--- src/rtl/itps_pkg.sv ---
// Purpose: constants for the interrupt test and priority select block
// Assumes: 8-bit register port, offsets as byte addresses within the block
// Notes: rules of the block follow
// Function
// - enable bit always readable; writable only in special mode with I and X masks set
// - enable clear: test writes ignored, reads show live input lines
// - enable set: decoder fed only from written test bits
// - requests pending when enable sets stay until overwritten
// - 4-bit select field picks test group equal to vector nibble
// - test reads meaningful only in special mode, zero otherwise
// - test writes need special mode, enable set, I mask set
// - test bit n forces vector with low nibble 2n
// - one test register per eight sources, shared address, chosen by select
// - select F exposes only bits 2:0, upper bits read zero
// - unimplemented group: writes ignored, reads zero
// - promotion register readable always, writable only with I mask set
// - promotion field holds vector low byte, source ranks top among I sources
// - unimplemented or non-I promotion value defaults to IRQ vector F2
// - vector request returns highest valid pending vector at that moment
// - vanished request gives last valid vector; never pending gives software vector
// - fixed priority reset, clock monitor, watchdog, trap, swi, x_maskable_interrupt_pin, irq, others
package itps_pkg;
   localparam logic [7:0] ITPS_OFS_CTRL = 8'h15;
   localparam logic [7:0] ITPS_OFS_TEST = 8'h16;
   localparam logic [7:0] ITPS_OFS_PROMO = 8'h1F;
   localparam logic [7:0] ITPS_OFS_IRQ_STAT = 8'h20;
   localparam logic [7:0] ITPS_OFS_IRQ_EN = 8'h21;
   localparam logic [7:0] ITPS_OFS_IRQ_CLR = 8'h22;
   localparam int ITPS_WEN_BIT = 4;
   localparam logic [3:0] ITPS_SEL_TOP = 4'hF;
   localparam logic [7:0] ITPS_TOP_MASK = 8'h07;
   localparam logic [7:0] ITPS_VEC_IRQ = 8'hF2;
   localparam logic [7:0] ITPS_VEC_X_MASKABLE_INTERRUPT_PIN = 8'hF4;
   localparam logic [7:0] ITPS_VEC_SWI = 8'hF6;
   localparam logic [7:0] ITPS_VEC_TRAP = 8'hF8;
   localparam logic [7:0] ITPS_VEC_WDOG = 8'hFA;
   localparam logic [7:0] ITPS_VEC_CMON = 8'hFC;
   localparam logic [7:0] ITPS_VEC_RESET = 8'hFE;
   localparam logic [7:0] ITPS_PROMO_RST = 8'hF2;
   localparam logic [3:0] ITPS_SEL_RST = 4'hF;
   // interrupt status bits: vector served, test write refused
   localparam int ITPS_EV_VEC = 0;
   localparam int ITPS_EV_REFUSE = 1;
endpackage

--- src/rtl/itps_top.sv ---
// Purpose: interrupt test registers, priority promotion and vector decode
// Assumes: synchronous inputs; i_int_lines bit 8*g+b is vector FF(g)(2b)
// Notes: group F holds x_maskable_interrupt_pin (bit2), irq (bit1) and source F0 (bit0)
//
// Added by the designer: the plain strobed port.
`timescale 1ns/1ps
module itps_top import itps_pkg::*; #(
   parameter int NGRP = 16
) (
   input wire logic i_clk,
   input wire logic i_rst_b,
   input wire logic i_ce,
   input wire logic [7:0] i_addr,
   input wire logic [7:0] i_wdata,
   input wire logic i_wr,
   input wire logic i_rd,
   input wire logic i_special_mode,
   input wire logic i_ccr_i_mask,
   input wire logic i_ccr_x_mask,
   input wire logic [NGRP*8-1:0] i_int_lines,
   input wire logic i_req_reset,
   input wire logic i_req_cmon,
   input wire logic i_req_wdog,
   input wire logic i_req_trap,
   input wire logic i_req_swi,
   input wire logic i_vec_req,
   output logic [7:0] o_rdata,
   output logic [7:0] o_vector,
   output logic o_int_pending,
   output logic o_irq
);
   // refuse group counts that the 4-bit select field cannot reach
   if (NGRP < 1 || NGRP > 16) begin : g_bad_ngrp
      $error("itps_top: NGRP must be 1..16");
   end

   typedef struct packed {
      logic wen;
      logic [3:0] sel;
      logic [7:0] promo;
      logic [15:0][7:0] tbits;
      logic [7:0] last_vec;
      logic seen;
      logic [1:0] stat;
      logic [1:0] irq_en;
      logic [7:0] rdata;
      logic [7:0] vector;
      logic pend;
      logic irq;
   } itps_state_type;

   itps_state_type st_r, st_nxt;

   // mask of accessible bits for a group
   function automatic logic [7:0] itps_grp_mask(input logic [3:0] g);
      if (int'(g) >= NGRP) return 8'h00;
      if (g == ITPS_SEL_TOP) return ITPS_TOP_MASK;
      return 8'hFF;
   endfunction

   // promotion value valid only for implemented i-bit sources
   function automatic logic itps_promo_ok(input logic [7:0] v);
      if (v > ITPS_VEC_IRQ) return 1'b0;
      if (int'(v[7:4]) >= NGRP) return 1'b0;
      return 1'b1;
   endfunction

   logic [15:0][7:0] live;
   logic [15:0][7:0] req;
   logic [7:0] pr_eff;
   logic any_req;
   logic [7:0] best;
   logic wr_ctrl;
   logic wr_test;
   logic wr_promo;
   logic wr_irq_en;
   logic wr_irq_clr;
   logic ctrl_ok;
   logic promo_wr_ok;

   // register write strobes, one per writable offset (none for status), and their unlock conditions
   always_comb begin
      wr_ctrl = i_wr && (i_addr == ITPS_OFS_CTRL);
      wr_test = i_wr && (i_addr == ITPS_OFS_TEST);
      wr_promo = i_wr && (i_addr == ITPS_OFS_PROMO);
      wr_irq_en = i_wr && (i_addr == ITPS_OFS_IRQ_EN);
      wr_irq_clr = i_wr && (i_addr == ITPS_OFS_IRQ_CLR);
      ctrl_ok = i_special_mode && i_ccr_i_mask && i_ccr_x_mask;
      promo_wr_ok = i_ccr_i_mask;
   end

   // live inputs, zero for absent groups
   always_comb begin
      live = '0;
      for (int g = 0; g < NGRP; g++) begin
         live[g] = i_int_lines[g*8 +: 8] & itps_grp_mask(4'(g));
      end
   end

   // request set seen by the decoder
   always_comb begin
      req = st_r.wen ? st_r.tbits : live;
      pr_eff = itps_promo_ok(st_r.promo) ? st_r.promo : ITPS_VEC_IRQ;
   end

   // priority decode: fixed exceptions, x_maskable_interrupt_pin, promoted, then descending i sources
   always_comb begin
      any_req = 1'b1;
      best = ITPS_VEC_SWI;
      if (i_req_reset) begin
         best = ITPS_VEC_RESET;
      end else if (i_req_cmon) begin
         best = ITPS_VEC_CMON;
      end else if (i_req_wdog) begin
         best = ITPS_VEC_WDOG;
      end else if (i_req_trap) begin
         best = ITPS_VEC_TRAP;
      end else if (i_req_swi) begin
         best = ITPS_VEC_SWI;
      end else if (req[15][2] && !i_ccr_x_mask) begin
         best = ITPS_VEC_X_MASKABLE_INTERRUPT_PIN;
      end else if (req[pr_eff[7:4]][pr_eff[3:1]] && !i_ccr_i_mask) begin
         best = pr_eff;
      end else begin
         any_req = 1'b0;
         // irq pin (bit 121) down to source 00; x_maskable_interrupt_pin (bit 122) is not an i source
         if (!i_ccr_i_mask) begin
            for (int n = 0; n < 122; n++) begin
               if (!any_req && req[4'((121 - n) >> 3)][3'((121 - n) & 7)]) begin
                  any_req = 1'b1;
                  best = 8'((121 - n) * 2);
               end
            end
         end
      end
   end

   // next state: register writes, status events, vector fetch and read data
   always_comb begin
      logic [7:0] rv;
      logic [7:0] m;
      logic tw_ok;
      rv = 8'h00;
      m = itps_grp_mask(st_r.sel);
      tw_ok = i_special_mode && st_r.wen && i_ccr_i_mask;
      st_nxt = st_r;
      // control register: select always written, enable only when unlocked
      if (wr_ctrl) begin
         if (ctrl_ok) begin
            st_nxt.wen = i_wdata[ITPS_WEN_BIT];
            // capture pending lines when test mode turns on
            if (i_wdata[ITPS_WEN_BIT] && !st_r.wen) begin
               st_nxt.tbits = live;
            end
         end
         st_nxt.sel = i_wdata[3:0];
      end
      // test register: lands in the selected group, masked to its bits
      if (wr_test) begin
         if (tw_ok) begin
            st_nxt.tbits[st_r.sel] = i_wdata & m;
         end
      end
      // promotion register: bit 0 is not stored
      if (wr_promo) begin
         if (promo_wr_ok) begin
            st_nxt.promo = {i_wdata[7:1], 1'b0};
         end
      end
      // interrupt enable and write-one-to-clear status
      if (wr_irq_en) begin
         st_nxt.irq_en = i_wdata[1:0];
      end
      if (wr_irq_clr) begin
         st_nxt.stat = st_r.stat & ~i_wdata[1:0];
      end
      // remember the last valid vector in case the request vanishes
      if (any_req) begin
         st_nxt.last_vec = best;
         st_nxt.seen = 1'b1;
      end
      // vector fetch
      if (i_vec_req) begin
         if (any_req) begin
            st_nxt.vector = best;
         end else if (st_r.seen) begin
            st_nxt.vector = st_r.last_vec;
         end else begin
            st_nxt.vector = ITPS_VEC_SWI;
         end
      end
      // hardware set wins over software clear, so it comes last
      if (wr_test && !tw_ok) begin
         st_nxt.stat[ITPS_EV_REFUSE] = 1'b1;
      end
      if (i_vec_req) begin
         st_nxt.stat[ITPS_EV_VEC] = 1'b1;
      end
      // read mux
      case (i_addr)
         ITPS_OFS_CTRL: begin
            rv = {3'h0, st_r.wen, st_r.sel};
         end
         ITPS_OFS_TEST: begin
            if (!i_special_mode) begin
               rv = 8'h00;
            end else if (st_r.wen) begin
               rv = st_r.tbits[st_r.sel] & m;
            end else begin
               rv = live[st_r.sel] & m;
            end
         end
         ITPS_OFS_PROMO: begin
            rv = st_r.promo;
         end
         ITPS_OFS_IRQ_STAT: begin
            rv = {6'h00, st_r.stat};
         end
         ITPS_OFS_IRQ_EN: begin
            rv = {6'h00, st_r.irq_en};
         end
         default: begin
            rv = 8'h00;
         end
      endcase
      // read data stands for one cycle only
      if (i_rd) begin
         st_nxt.rdata = rv;
      end else begin
         st_nxt.rdata = 8'h00;
      end
      st_nxt.pend = any_req;
      st_nxt.irq = |(st_nxt.stat & st_nxt.irq_en);
   end

   // state register
   always_ff @(posedge i_clk or negedge i_rst_b) begin
      if (!i_rst_b) begin
         st_r <= '0;
         st_r.sel <= ITPS_SEL_RST;
         st_r.promo <= ITPS_PROMO_RST;
         st_r.vector <= ITPS_VEC_SWI;
      end else if (i_ce) begin
         st_r <= st_nxt;
      end
   end

   assign o_rdata = st_r.rdata;
   assign o_vector = st_r.vector;
   assign o_int_pending = st_r.pend;
   assign o_irq = st_r.irq;
endmodule // itps_top

--- config.mk ---
export PLATFORM = sky130hd
export DESIGN_NAME = itps_top
export DESIGN_NICKNAME = d
export VERILOG_FILES = /design/src/rtl/itps_pkg.sv /design/src/rtl/itps_top.sv
export SDC_FILE = /design/constraint.sdc
export NUM_CORES = 1
export LEC_CHECK = 0
export BUFFER_PORTS_ARGS = -buffer_cell sky130_fd_sc_hd__buf_2
export CAP_MARGIN = 20
export CORE_ASPECT_RATIO = 0.5
export CORE_MARGIN = 3
export CORE_UTILIZATION = 40
export CTS_BUF_LIST = sky130_fd_sc_hd__clkbuf_8 sky130_fd_sc_hd__clkbuf_16
export DETAILED_ROUTE_END_ITERATION = 10
export PLACE_DENSITY = 0.62
export SLEW_MARGIN = 20
export SYNTH_ARGS = -nofsm -noshare
export SYNTH_HDL_FRONTEND = slang
export SYNTH_SLANG_ARGS = --single-unit
--- constraint.sdc ---
create_clock -name i_clk -period 7 [get_ports i_clk]
set_input_delay 1.05 -clock i_clk [delete_from_list [all_inputs] [get_ports i_clk]]
set_output_delay 1.05 -clock i_clk [all_outputs]
set_load 0.02 [all_outputs]
==> flow_summary.toml, run 1 <==
[die]
floorplan.initialDensity_pct = 41.1
die_w_um = 252
core.rowCount = 44
core_region_area_um2 = 29300
dieArea_um2 = 32400
die_y_um = 129
pin_count = 176

[cells_and_area]
area_growth_pct = 11.7
finish.utilization_pct = 45.9
n_antenna_cell = 0
layout_commonest_cell = "buf_2"
nets = 1417
fill_cells = 2684
design_area_um2 = 13500
mostFrequentLayoutCells = "buf_2, nor2_1, dfrtp_1"
drive_gt1_share_pct = 30.7

[global_route]
grt_pass1_wl_mm = 70.8
grtUsageTotal_pct = 29.5
grt_pass1_vias = 10900
overflow = 0
grt_max_degree = 100
antenna_found_initial = 5

[yosys]
synth_edf_count = 0
synthesis.area_um2 = 12100
synth-async-reset-ratio_pct = 100
synth_nets = 1338
yosys_warnings = 0
synthTopCellsByArea = "dfrtp_1, mux4_2, o22ai_1, a21oi_1, nor2_1"
ys_types = 71
yosysSeqAreaShare_pct = 35.2
syn_inst = 1180
synth_top_area_share_pct = 31.9
yosys.area.top_type = "dfrtp_1"
synth_seq_cells = 169
synth_ff_type = "dfrtp_1"
syn_area_per_cell_um2 = 10.2

[detailed_routing]
drt-wirelength-per-cell_um = 28.8
vias = 11500
drtPass1Iterations = 6
drtIter0Drc = 1881
via_per_inst = 6.90
antenna_left = 0
wl_mm = 48.0
drc_errors = 0

[clock_network]
cts_hold_buf = 0
htree_num_levels = 4
post_cts_resized = 0
cts-buffers-inserted = 17
cts_buffer_depth = 2
numClockSinks = 169
cts_tree = "done"
cts_setup_buffers = 0
root_buffer = "clkbuf_16"
clock_latency_ns = 0.45
clk_pin_slew_ns = 0.06

[power_and_ir_drop]
vdd_ir_drop_max_v = 0.000173
leakagePower_nw = 5.53
seqPwrFrac_pct = 45.8
combPwrFrac_pct = 12.2
switchingPower_mw = 0.626
internal_power_mw = 1.58
swShare_pct = 28.3
power_density_nw_per_um2 = 164
p_clk_share_pct = 42.1

[sta]
slew_headroom_pct = 28.0
period_needed_ns = 4.36
tightest_slew_ns = 1.08
rsz0062_at_grt = "false"
final_max_slew_viol_count = 0
post-route-period-util_pct = 62.4
hold_violations = 0
timing.fmax_mhz = 229
finalSetupViolations = 0
fin_skew_ns = 0.0153
tns_ns = 0

[critical_path]
cp.arrival_ns = 4.69
start_kind = "flop"
reg2reg_slack_ns = 2.64
cp-end-kind = "flop"
cp.required_ns = 7.32
critical_path.max_fanout = 37
crit_type = "reg -> reg"

[place]
port_buffers = 169
dp_hpwl_mm = 33.5
placed_area_um2 = 12900
globalplace.congestion = 0.987

[status]
status = "completed"

[run]
drv_cap = 0

[min_path]
holdCritPathClass = "reg -> reg"
Yosys cell counts (9+ instances only):
master     count
o2bb2ai_1      9
buf_4         22
nand3_1       21
o21ai_0       14
nand2b_1      14
inv_1          9
buf_1         11
mux4_2       117
mux2i_1       48
a21oi_1      150
nor2b_1       14
nand2_1       62
o22ai_1      132
dfrtp_1      154
mux2_2        22
clkbuf_1      65
nor2_1       159
dfstp_2       15
buf_2         16
final cells by class:
type,instances,area [µm²],area share (%)
Clock inverter,15,128,0.947
Multi-Input combinational cell,879,7190,53.4
Timing Repair Buffer,180,937,6.95
Sequential cell,169,4260,31.6
Tap cell,391,489,3.63
Clock buffer,17,425,3.16
Inverter,12,45.0,0.334
kinds of logic after synthesis:
family | after synthesis | share of synthesized area (%)
mux | 189 | 28.2
buf+inv | 132 | 5.36
compound gates | 377 | 19.6
other cells | 1 | 0.0311
flops | 169 | 35.2
simple gates | 312 | 11.6
routing by layer:
| layer | global-route usage, % | vias to the layer above | wire length [µm] |
|---|---|---|---|
| met2 | 42.6 | 882 | 20700 |
| li1 | - | 4725 | - |
| met4 | 9.84 | 10 | 1550 |
| met1 | 40.1 | 5757 | 18700 |
| met3 | 12.5 | 101 | 6990 |
| met5 | 0 | - | 67 |
critical path: stages (launching register included):
cell and delay (ns):
dfstp_2 1.00, buf_4 0.59, nand4_1 0.31, nand2_1 0.34
o41ai_1 0.15, o2111ai_1 0.25, o41ai_2 0.18, a2111oi_1 1.00
nor2b_1 0.27, mux2i_1 0.09
sequential cells by signal (all words and copies together), names as in the netlist:
name / cells
o_int_pending: 1
o_irq: 1
o_rdata: 8
o_vector: 7
st_r: 152
per-stage QoR:
step	total power, mW	cells	setup slack [ns]	hold slack (ns)
after CTS	2.21	1663	2.77	0.474
after global placement	1.29	1631	2.42	0.450
after global routing	2.27	1663	2.50	0.490
after detailed placement	1.29	1631	2.46	0.456
final	2.21	1663	2.64	0.476
after floorplan	1.15	1180	3.68	0.434
power groups by stage:
stage	clock (mW)	sequential (mW)	combinational, mW
after global routing	0.977	1.01	0.282
after global placement	0	1.03	0.258
after detailed placement	0	1.03	0.263
after floorplan	0	1.01	0.136
after CTS	0.939	1.01	0.263
final	0.929	1.01	0.269
worst paths after layout:
| check | startpoint | endpoint | cells after the start |
|---|---|---|---|
| max in group asynchronous | i_rst_b | st_r[171]$_DFFE_PN0P_ | 2 |
| worst max register to register | st_r[164]$_DFFE_PN1P_ | st_r[27]$_DFFE_PN0P_ | 9 |
| min in group asynchronous | i_rst_b | st_r[153]$_DFFE_PN0P_ | 1 |
| worst max-delay path | st_r[164]$_DFFE_PN1P_ | st_r[27]$_DFFE_PN0P_ | 9 |
| worst min register to register | st_r[22]$_DFFE_PN0P_ | st_r[22]$_DFFE_PN0P_ | 1 |
| worst min-delay path | st_r[22]$_DFFE_PN0P_ | st_r[22]$_DFFE_PN0P_ | 1 |
(Power assumes the default switching activity.)
==> run 2: changes to the inputs <==
--- a/config.mk
+++ b/config.mk
@@ -12,7 +12,7 @@
 export CORE_UTILIZATION = 40
 export CTS_BUF_LIST = sky130_fd_sc_hd__clkbuf_8 sky130_fd_sc_hd__clkbuf_16
 export DETAILED_ROUTE_END_ITERATION = 10
-export PLACE_DENSITY = 0.62
+export PLACE_DENSITY = 0.65
 export SLEW_MARGIN = 20
 export SYNTH_ARGS = -nofsm -noshare
 export SYNTH_HDL_FRONTEND = slang
==> constraint.sdc (replaced) <==
create_clock -name i_clk -period 3.96 [get_ports i_clk]
set_input_delay 0.594 -clock i_clk [delete_from_list [all_inputs] [get_ports i_clk]]
set_output_delay 0.594 -clock i_clk [all_outputs]
set_load 0.02 [all_outputs]
==> run 2 against run 1 <==
Worst setup slack worse by 2.3 ns. First-iteration DRC count up 3.9%. Via count up 2.0%. Highest routed layer unchanged. Critical path type unchanged. Global-route usage up 0.38 points. Utilization up 2.2 points. Power up 90%. Die area unchanged. Critical path depth down 1. Routed wire length up 1.0%. Final area up 4.7%. Largest power group is now clock.
==> flow_summary.toml, run 2 (synthesis gave the netlist of run 1 again) <==
[clock_network]
root_buffer = "clkbuf_16"
cts_hold_buf = 0
post_cts_resized = 0
clk_pin_slew_ns = 0.07
cts_setup_buffers = 0
clock_latency_ns = 0.45
htree_num_levels = 4
cts_tree = "done"
numClockSinks = 169
cts-buffers-inserted = 17
cts_buffer_depth = 2

[die]
die_y_um = 129
dieArea_um2 = 32400
core.rowCount = 44
pin_count = 176
core_region_area_um2 = 29300
floorplan.initialDensity_pct = 41.1
die_w_um = 252

[critical_path]
cp-end-kind = "flop"
reg2reg_from = "st_r[164]$_DFFE_PN1P_"
r2r_end = "o_vector[1]$_DFFE_PN1P_"
crit_chain = "clkinv_1, mux2i_1, mux4_2, a211oi_2, a2bb2oi_2, a211oi_2, or4_1, o211a_1"
start_kind = "flop"
reg2reg_slack_ns = 0.29
critPathLaunch = "st_r[164]$_DFFE_PN1P_"
endpoint = "o_vector[1]$_DFFE_PN1P_"
path_common_cell = "a211oi_2"
reg2reg_depth = 8
worst_path_max_delay_cell = "dfstp_2"
cp.required_ns = 4.34
cp.arrival_ns = 4.05
critical_path.max_fanout = 11
worst_path_largest_cell_delay_ns = 0.78
crit_type = "reg -> reg"

[sta]
slew_headroom_pct = 27.1
post-route-period-util_pct = 92.7
fin_hold_ws_ns = 0.151
fin_skew_ns = 0.0122
timing.final.ws_setup_ns = 0.291
tightest_slew_ns = 1.09
hold_violations = 0
tns_ns = 0
timing.fmax_mhz = 273
finalSetupViolations = 0
rsz0062_at_grt = "false"
final_max_slew_viol_count = 0
period_needed_ns = 3.67

[place]
globalplace.congestion = 1.03
port_buffers = 169
dp_slack_ns = 0.434
dp_hpwl_mm = 35.1

[global_route]
grt_max_degree = 98
antenna_found_initial = 1
grt_pass1_vias = 11200
overflow = 0
grt_pass1_wl_mm = 72.1
grtUsageTotal_pct = 29.9

[cells_and_area]
nets = 1476
area_growth_pct = 16.9
n_antenna_cell = 0
layout_commonest_cell = "buf_2"
drive_gt1_share_pct = 33.5
largest_register_ffs = 152
mostFrequentLayoutCells = "buf_2, nor2_1, dfrtp_1"
top_register = "st_r"
finish.utilization_pct = 48.1

[detailed_routing]
drt-wirelength-per-cell_um = 28.1
wl_mm = 48.5
drc_errors = 0
antenna_left = 0
drtIter0Drc = 1954
drtPass1Iterations = 9
via_per_inst = 6.80
vias = 11700

[power_and_ir_drop]
p_clk_share_pct = 45.4
combPwrFrac_pct = 12.3
power_density_nw_per_um2 = 297
seqPwrFrac_pct = 42.3
internal_power_mw = 3.07
leakagePower_nw = 5.90
switchingPower_mw = 1.12
totalPowerFinal_mw = 4.19
vdd_ir_drop_max_v = 0.000309
swShare_pct = 26.8

[min_path]
holdCritPathClass = "in -> async"

[run]
drv_cap = 0

[status]
status = "completed"
## run 2: changes by cell type in the layout (fill, tap and decap cells not counted)
cell,before,now
a21oi_1,147,150
a21oi_2,11,8
buf_12,0,7
buf_16,0,1
buf_4,12,63
bufinv_16,1,5
clkinv_2,5,2
clkinv_4,4,3
## run 2: worst min-delay path by stage
| stage | startpoint | end | slack [ns] | depth (start not counted) |
|---|---|---|---|---|
| after detailed placement | st_r[22]$_DFFE_PN0P_ | st_r[22]$_DFFE_PN0P_ | 0.46 | 1 |
| after floorplan | i_rst_b | o_int_pending$_DFFE_PN0P_ | 0.30 | 0 |
| after global routing | i_rst_b | st_r[19]$_DFFE_PN0P_ | 0.18 | 1 |
| after global placement | st_r[22]$_DFFE_PN0P_ | st_r[22]$_DFFE_PN0P_ | 0.46 | 1 |
| final | i_rst_b | st_r[19]$_DFFE_PN0P_ | 0.15 | 1 |
| after CTS | i_rst_b | st_r[19]$_DFFE_PN0P_ | 0.17 | 1 |
## run 2: layer usage
metal / wire length, µm / GRT usage [%]
met3: 6000 / 8.56
met4: 1760 / 10.3
met2: 21300 / 45.2
met1: 19400 / 41.5
met5: 13 / 0
## run 2: layout make-up
type                            instances  area (µm²)
Clock inverter                         15         224
Timing Repair Buffer                  239        1490
Inverter                               12        45.0
Multi-Input combinational cell        879        7180
Clock buffer                           17         425
Fill cell                            2654       15200
Tap cell                              391         489
Sequential cell                       169        4260
## run 2: metrics by stage
stage               cells  instance area, µm²
floorplan            1180               12100
global route         1722               14100
detailed placement   1689               13400
global placement     1689               13400
finish               1722               14100
CTS                  1721               14100
## run 2: power groups by stage
stage | Sequential (mW) | Combinational (mW) | Clock [mW]
3_5_place_dp | 1.80 | 0.498 | 0
3_3_place_gp | 1.80 | 0.490 | 0
4_1_cts | 1.77 | 0.499 | 1.92
2_1_floorplan | 1.79 | 0.241 | 0
5_1_grt | 1.77 | 0.540 | 1.98
6_report | 1.77 | 0.515 | 1.90
## run 2: critical path, delay by kind of cell (launching register included)
family,cells,cell delay [ns]
AOI/OAI and AO/OA,4,0.89
buffers and inverters,1,0.58
DFF,1,0.78
muxes,2,0.83
and+or+nand+nor,1,0.51
